===== config.mk =====
export PLATFORM = sky130hd
export DESIGN_NAME = hrs_sequencer
export DESIGN_NICKNAME = d
export VERILOG_FILES = /design/src/include/hrs_pkg.sv /design/src/hdl/hrs_sequencer.sv
export SDC_FILE = /design/constraint.sdc
export NUM_CORES = 1
export LEC_CHECK = 0
export ABC_AREA = 1
export BUFFER_PORTS_ARGS = -buffer_cell sky130_fd_sc_hd__buf_2
export CAP_MARGIN = 20
export CORE_MARGIN = 1.5
export CORE_UTILIZATION = 37
export CTS_CLUSTER_SIZE = 25
export DETAILED_ROUTE_END_ITERATION = 16
export SLEW_MARGIN = 20
export SYNTH_ARGS = -nofsm -noshare
export SYNTH_HDL_FRONTEND = slang
export SYNTH_SLANG_ARGS = --single-unit

===== constraint.sdc =====
create_clock -name clock -period 1.86 [get_ports clock]
set_input_delay 0.465 -clock clock [delete_from_list [all_inputs] [get_ports clock]]
set_output_delay 0.465 -clock clock [all_outputs]
set_load 0.01 [all_outputs]

===== src/include/hrs_pkg.sv =====
// Notes on behaviour
// - operational within 500 us of release
// - straps pick strap, memory or smbus path
// - strap mode: outputs inactive within 2 us
// - attach after configuration completes
// - memory mode: recover, then read memory
// - smbus load 2..1000 ms, attach at once
// - bus reset zeroes device address
// - bus reset returns to unconfigured
// - bus reset drops port power unless charging
// - bus reset flushes translator buffers
// - bus reset wakes a suspended hub
// - bus reset never forwarded downstream
package hrs_pkg;
   // clock period in ns
   localparam int CLK_PERIOD_NS = 8;
   // recovery time in us, longest time rounds down
   localparam int RECOVERY_US = 500;
   localparam int RECOVERY_CYC = (RECOVERY_US * 1000) / CLK_PERIOD_NS;
   // strap mode: outputs inactive, most time in ns (2 us), rounds down
   localparam int INACTIVE_NS = 2000;
   localparam int INACTIVE_CYC = INACTIVE_NS / CLK_PERIOD_NS;
   // strap mode attach, typical ns (3 us)
   localparam int STRAP_ATTACH_NS = 3000;
   localparam int STRAP_ATTACH_CYC = STRAP_ATTACH_NS / CLK_PERIOD_NS;
   // memory read time and attach delay, typical ms
   localparam int MEM_ATTACH_MS = 40;
   localparam int MEM_ATTACH_CYC = (MEM_ATTACH_MS * 1000000) / CLK_PERIOD_NS;
   // strap select encodings
   localparam logic [1:0] SEL_STRAP = 2'h0;
   localparam logic [1:0] SEL_MEMORY = 2'h1;
   localparam logic [1:0] SEL_SMBUS = 2'h2;
   // reset values
   localparam logic [6:0] ADDR_RESET = 7'h00;
   localparam int CNT_W = 24;

   // start-up sequencer states
   typedef enum logic [2:0] {
      HRS_IN_RESET,
      HRS_RECOVER,
      HRS_STRAP_WAIT,
      HRS_MEM_READ,
      HRS_SMB_WAIT,
      HRS_ATTACHED
   } hrs_state_t;

   // bus reset side effects travel together
   typedef struct packed {
      logic addrClear;
      logic unconfigure;
      logic ttFlush;
      logic wake;
   } hrs_busrst_t;
endpackage : hrs_pkg


===== src/hdl/hrs_sequencer.sv =====
`timescale 1ns/100ps
module hrs_sequencer
   import hrs_pkg::*;
#(
   parameter int NUM_PORTS = 4,
   parameter int RECOVERY_CYCLES = RECOVERY_CYC,
   parameter int MEM_ATTACH_CYCLES = MEM_ATTACH_CYC,
   parameter int INACTIVE_CYCLES = INACTIVE_CYC,
   parameter int STRAP_ATTACH_CYCLES = STRAP_ATTACH_CYC
) (
   input wire logic clock,
   input wire logic srst,
   // hardware reset pin, active low
   input wire logic hwReset_n,
   // configuration select straps
   input wire logic [1:0] cfgSel,
   // memory read engine reports done
   input wire logic memReadDone,
   // smbus code load finished
   input wire logic smbLoadDone,
   // upstream bus reset seen (level)
   input wire logic usbBusReset,
   // host enumeration events
   input wire logic setAddrValid,
   input wire logic [6:0] setAddrValue,
   input wire logic setConfigValid,
   // suspend request from link
   input wire logic suspendReq,
   // battery-charge enable per port
   input wire logic [NUM_PORTS-1:0] charge_port_enable,
   // host requests port power per port
   input wire logic [NUM_PORTS-1:0] portPowerReq,
   output logic [NUM_PORTS-1:0] downstream_port_power_en,
   output logic outputsActive,
   output logic memReadStart,
   output logic usbAttach,
   output logic operational,
   output logic [1:0] selectedPath,
   output logic [6:0] deviceAddr,
   output logic configured,
   output logic suspended,
   output logic ttFlush,
   output logic downstreamReset
);

   // sequencer state and its next value
   hrs_state_t state_reg, state_next;
   // shared delay counter
   logic [CNT_W-1:0] count_reg, count_next;
   // strap sample, held till the next hardware reset
   logic [1:0] path_reg, path_next;
   logic outAct_reg, outAct_next;
   logic attach_reg, attach_next;
   logic memStart_reg, memStart_next;
   logic oper_reg, oper_next;
   // enumeration state
   logic [6:0] addr_reg, addr_next;
   logic conf_reg, conf_next;
   logic susp_reg, susp_next;
   logic [NUM_PORTS-1:0] pwr_reg, pwr_next;
   logic flush_reg, flush_next;
   hrs_busrst_t busAct;

   // counter compare helper, used for every timed step
   function automatic logic reached(input logic [CNT_W-1:0] c, input int lim);
      reached = (c >= CNT_W'(lim - 1));
   endfunction : reached

   // start-up sequencing
   always_comb begin
      state_next = state_reg;
      count_next = count_reg + CNT_W'(1);
      path_next = path_reg;
      outAct_next = outAct_reg;
      attach_next = attach_reg;
      memStart_next = 1'b0;
      oper_next = oper_reg;
      case (state_reg)
         HRS_IN_RESET: begin
            // pin held low: everything idle
            count_next = '0;
            outAct_next = 1'b0;
            attach_next = 1'b0;
            oper_next = 1'b0;
            if (hwReset_n) begin
               path_next = cfgSel;
               state_next = (cfgSel == SEL_STRAP) ? HRS_STRAP_WAIT : HRS_RECOVER;
            end
         end
         HRS_STRAP_WAIT: begin
            // inactive outputs by deadline
            // one short: the exit edge from reset already counts a cycle
            if (reached(count_reg, INACTIVE_CYCLES - 1)) begin
               outAct_next = 1'b1;
            end
            if (reached(count_reg, STRAP_ATTACH_CYCLES)) begin
               oper_next = 1'b1;
               attach_next = 1'b1;
               state_next = HRS_ATTACHED;
            end
         end
         HRS_RECOVER: begin
            // operational within recovery time
            // one short: the exit edge from reset already counts a cycle
            if (reached(count_reg, RECOVERY_CYCLES - 1)) begin
               oper_next = 1'b1;
               outAct_next = 1'b1;
               count_next = '0;
               if (path_reg == SEL_MEMORY) begin
                  memStart_next = 1'b1;
                  state_next = HRS_MEM_READ;
               end else begin
                  state_next = HRS_SMB_WAIT;
               end
            end
         end
         HRS_MEM_READ: begin
            // saturate at the typical time; only the engine's done moves to attach
            if (reached(count_reg, MEM_ATTACH_CYCLES)) begin
               count_next = count_reg;
            end
            if (memReadDone) begin
               attach_next = 1'b1;
               state_next = HRS_ATTACHED;
            end
         end
         HRS_SMB_WAIT: begin
            // waits without limit for the load
            count_next = '0;
            if (smbLoadDone) begin
               attach_next = 1'b1;
               state_next = HRS_ATTACHED;
            end
         end
         HRS_ATTACHED: begin
            count_next = '0;
         end
         default: begin
            state_next = HRS_IN_RESET;
         end
      endcase
      // pin low always wins
      if (!hwReset_n) begin
         state_next = HRS_IN_RESET;
         count_next = '0;
         outAct_next = 1'b0;
         attach_next = 1'b0;
         oper_next = 1'b0;
         memStart_next = 1'b0;
      end
   end

   always_ff @(posedge clock) begin
      if (srst) begin
         state_reg <= HRS_IN_RESET;
         count_reg <= '0;
         path_reg <= SEL_STRAP;
         outAct_reg <= 1'b0;
         attach_reg <= 1'b0;
         memStart_reg <= 1'b0;
         oper_reg <= 1'b0;
      end else begin
         state_reg <= state_next;
         count_reg <= count_next;
         path_reg <= path_next;
         outAct_reg <= outAct_next;
         attach_reg <= attach_next;
         memStart_reg <= memStart_next;
         oper_reg <= oper_next;
      end
   end

   // bus reset effects only act while attached
   always_comb begin
      busAct.addrClear = usbBusReset && attach_reg;
      busAct.unconfigure = usbBusReset && attach_reg;
      busAct.ttFlush = usbBusReset && attach_reg;
      busAct.wake = usbBusReset && attach_reg;
   end

   // enumeration and port power state
   always_comb begin
      addr_next = addr_reg;
      conf_next = conf_reg;
      susp_next = susp_reg;
      pwr_next = pwr_reg;
      flush_next = busAct.ttFlush;
      if (setAddrValid) begin
         addr_next = setAddrValue;
      end
      if (setConfigValid) begin
         conf_next = 1'b1;
      end
      if (conf_reg) begin
         pwr_next = portPowerReq | charge_port_enable;
      end
      if (suspendReq) begin
         susp_next = 1'b1;
      end
      if (busAct.addrClear) begin
         addr_next = ADDR_RESET;
      end
      if (busAct.unconfigure) begin
         conf_next = 1'b0;
      end
      if (busAct.addrClear) begin
         pwr_next = pwr_reg & charge_port_enable;
      end
      if (busAct.wake) begin
         susp_next = 1'b0;
      end
      // hardware reset: ports off unless charging
      if (!hwReset_n || !attach_reg) begin
         addr_next = ADDR_RESET;
         conf_next = 1'b0;
         susp_next = 1'b0;
         pwr_next = charge_port_enable;
      end
   end

   always_ff @(posedge clock) begin
      if (srst) begin
         addr_reg <= ADDR_RESET;
         conf_reg <= 1'b0;
         susp_reg <= 1'b0;
         pwr_reg <= '0;
         flush_reg <= 1'b0;
      end else begin
         addr_reg <= addr_next;
         conf_reg <= conf_next;
         susp_reg <= susp_next;
         pwr_reg <= pwr_next;
         flush_reg <= flush_next;
      end
   end

   // outputs, all from flip-flops except downstreamReset, tied low
   assign downstream_port_power_en = pwr_reg;
   assign outputsActive = outAct_reg;
   assign memReadStart = memStart_reg;
   assign usbAttach = attach_reg;
   assign operational = oper_reg;
   assign selectedPath = path_reg;
   assign deviceAddr = addr_reg;
   assign configured = conf_reg;
   assign suspended = susp_reg;
   assign ttFlush = flush_reg;
   assign downstreamReset = 1'b0;
endmodule : hrs_sequencer


==> results.yml <==
placement:
  gp_congestion: 0.9232
  place_area_mm2: 0.003311
  dp_hpwl_um: 6174
  port_buffers: 45
min_path:
  hold_class: "in2reg"
  whs_endpoint: "selectedPath[0]"
  min_path_cells: 2
  worstHoldStart: "srst"
global_route:
  antenna_found_initial: 0
  grt_pass1_vias: 2778
  track_usage_pct: 18.59
  grt_pass1_wl_um: 12810
  overflow: 0
  grt_max_degree: 33
yosys:
  synth_top_cell_by_area: "dfxtp_1"
  avgSynthCellArea_um2: 5.888
  async_reset_ff_share_pct: 0
  ys_types: 31
  synth_area_leaders: "dfxtp_1 32%, nand2_1 21%, nor2_1 12%"
  ys_warn_count: 0
  syn-cell-area_mm2: 0.002944
  synth_ff_type: "dfxtp_1"
  ys_seq_elements: 47
  netlist.area_leader.share_pct: 31.96
  syn_inst: 500
  synth-edff-count: 0
  seq_area_frac_synth_pct: 31.96
  syn-num-nets: 528
cts:
  worstSkewPairLatency_ns: 0.30
  numCtsBuffers: 5
  cts.path.max_buffers: 2
  clk_pin_slew_worst_paths_ns: 0.09
  cts.sinks: 47
  htreeDepth: 2
  ctsHoldBuffers: 0
  clock-root-buffer: "clkbuf_8"
  cts_tree: "done"
critical_path:
  cpLargestDelayFamily: "simple AND/OR/NAND/NOR gates"
  reg2reg_depth: 12
  path_class: "reg2reg"
  cp_max_fo: 32
  crit_path_frequent_cell: "nand2_1"
  slowest_stage: "dfxtp_1"
  required_ns: 2.06
  timing.rr.end: "count_reg[5]"
  regToRegSetupSlack_ns: 0.19
  worstReg2RegStart: "count_reg[2]"
  crit_buf_inv: 1
  max_stage_delay_ns: 0.38
  worstPathArrival_ns: 1.88
  crit_path_cell_trace: "buf_4 -> nand2_1 -> nor2_1 -> nand2_1 -> nand2_1 -> nand3_1 -> nand2_2 -> nand2_8 -> nand2_1 -> nand2_1 -> nand2_1 -> nor2_1"
  startpoint_type: "flip-flop"
  endpoint_kind: "flip-flop"
timing:
  timing.setup.tns_ns: 0
  period_share_pct: 89.98
  grt_setup_unrepaired: "no"
  finalHoldViolCount: 0
  skew_ns: 0.006272
  period_needed_ns: 1.674
  finalSetupViolations: 0
  max_freq_mhz: 597.5
  slew_viol_final: 0
route:
  drt_wl_total_um: 7772
  ant_nets: 0
  met3WireLength_um: 355
  vias_per_cell: 4.753
  wl_per_cell_um: 11.85
  drtPass1Iterations: 4
  wl_met2_um: 3634
  drtIter0Drc: 123
  wl_met1_um: 3738
  via_count: 3118
  top_layer: "met4"
  drc: 0
power:
  p_sw_mw: 0.7084
  seqPwrFrac_pct: 49.1
  internal-power_mw: 1.530
  pwr-share-clk_pct: 29.9
  p_per_area_mw_per_mm2: 653.4
  p_sw_share_pct: 31.65
  pwr-share-comb_pct: 21.0
  leakagePower_nw: 1.525
  vdd_ir_drop_max_mv: 0.4270
job:
  maxCapViolations: 0
floorplan:
  initial_core_util_pct: 38.10
  die-height_um: 92.20
  chipWidth_um: 92.20
  core-area_mm2: 0.007727
  num_io_pins: 47
  placementRows: 32
  die-area_mm2: 0.008501
cells_and_area:
  stdcell_area_mm2: 0.003426
  final_cell_mix: "167 x nand2_1, 94 x nor2_1, 51 x inv_1, 45 x dfxtp_1, 45 x buf_2"
  layout_commonest_cell: "nand2_1"
  fillers: 826
  fin_nets: 581
  syn_to_final_growth_pct: 16.36
  largest_reg_flops: 24
  diodes: 0
  drive_above_1_share_pct: 15.88
run_status:
  status: "completed"
-- worst max path at each step --
stage	from	slack [ns]	end	cells past startpoint
after global routing	count_reg[2]	0.0009	count_reg[5]	12
after floorplan	count_reg[0]	0.35	count_reg[14]	8
after CTS	count_reg[0]	0.03	count_reg[5]	10
final	count_reg[2]	0.19	count_reg[5]	12
after global placement	count_reg[0]	0.03	count_reg[5]	10
after detailed placement	count_reg[0]	0.05	count_reg[5]	10
-- repair_timing --
item / in CTS / in global routing
buffers inserted: 0 / 0
resized for setup: 0 / 5
setup endpoints to repair: 0 / 16
-- logic make-up after synthesis --
group / after synthesis / share of synthesized area [%]
XOR/XNOR: 3 / 0.8926
adder cells (fa/ha/maj): 2 / 0.8498
AND/OR/NAND/NOR: 337 / 48.87
flip-flops: 47 / 31.96
AO/OA/AOI/OAI: 46 / 8.075
other: 1 / 0.1274
buffers and inverters: 64 / 9.222
-- stage by stage --
step / utilization, % / setup slack (ns) / total power, mW / instances / hold WS (ns)
2_1_floorplan: - / 0.3474 / 1.452 / 500 / 0.4740
3_3_place_gp: 42.84 / 0.03024 / 1.592 / 648 / 0.4433
3_5_place_dp: 42.84 / 0.04578 / 1.586 / 648 / 0.4436
4_1_cts: 44.09 / 0.02525 / 2.262 / 656 / 0.3292
5_1_grt: 44.33 / 0.0008704 / 2.378 / 656 / 0.3403
6_report: 44.33 / 0.1864 / 2.238 / 656 / 0.3391
-- layer usage --
metal,global-route usage [%],vias to the layer above
met4,3.077,0
met5,0,-
met3,3.151,4
met1,25.67,1381
met2,30.68,59
li1,-,1674
-- cell usage after synthesis, types with 2 or more instances --
master,n
inv_2,2
nand2_1,167
nor3_1,4
nor2_4,3
clkbuf_1,3
xor2_1,2
nand2_2,5
nand2_4,2
nand4_1,7
nand3b_1,2
nor2_2,4
buf_4,4
nand3_1,43
a31oi_1,2
o21ai_0,9
buf_6,2
dfxtp_1,47
nor2_1,94
inv_1,51
a21oi_1,33
ha_1,2
nand3_2,3
-- power by group through the flow --
| stage | logic (mW) | clock network (mW) | registers, mW |
|---|---|---|---|
| final | 0.471 | 0.669 | 1.10 |
| after global routing | 0.537 | 0.733 | 1.11 |
| after CTS | 0.468 | 0.696 | 1.10 |
| after detailed placement | 0.465 | 0 | 1.12 |
| after global placement | 0.471 | 0 | 1.12 |
| after floorplan | 0.335 | 0 | 1.12 |
-- layout make-up --
cell class | count | area, um^2 | share of cell area [%]
clock buffer | 6 | 82.58 | 2.411
clock inverter | 2 | 13.76 | 0.4018
inverter | 54 | 202.7 | 5.917
multi-input combinational | 389 | 1748 | 51.02
sequential | 47 | 943.4 | 27.54
tap | 102 | 127.6 | 3.725
timing repair buffer | 56 | 307.8 | 8.985
No activity file was read; power rests on OpenSTA's default activity.
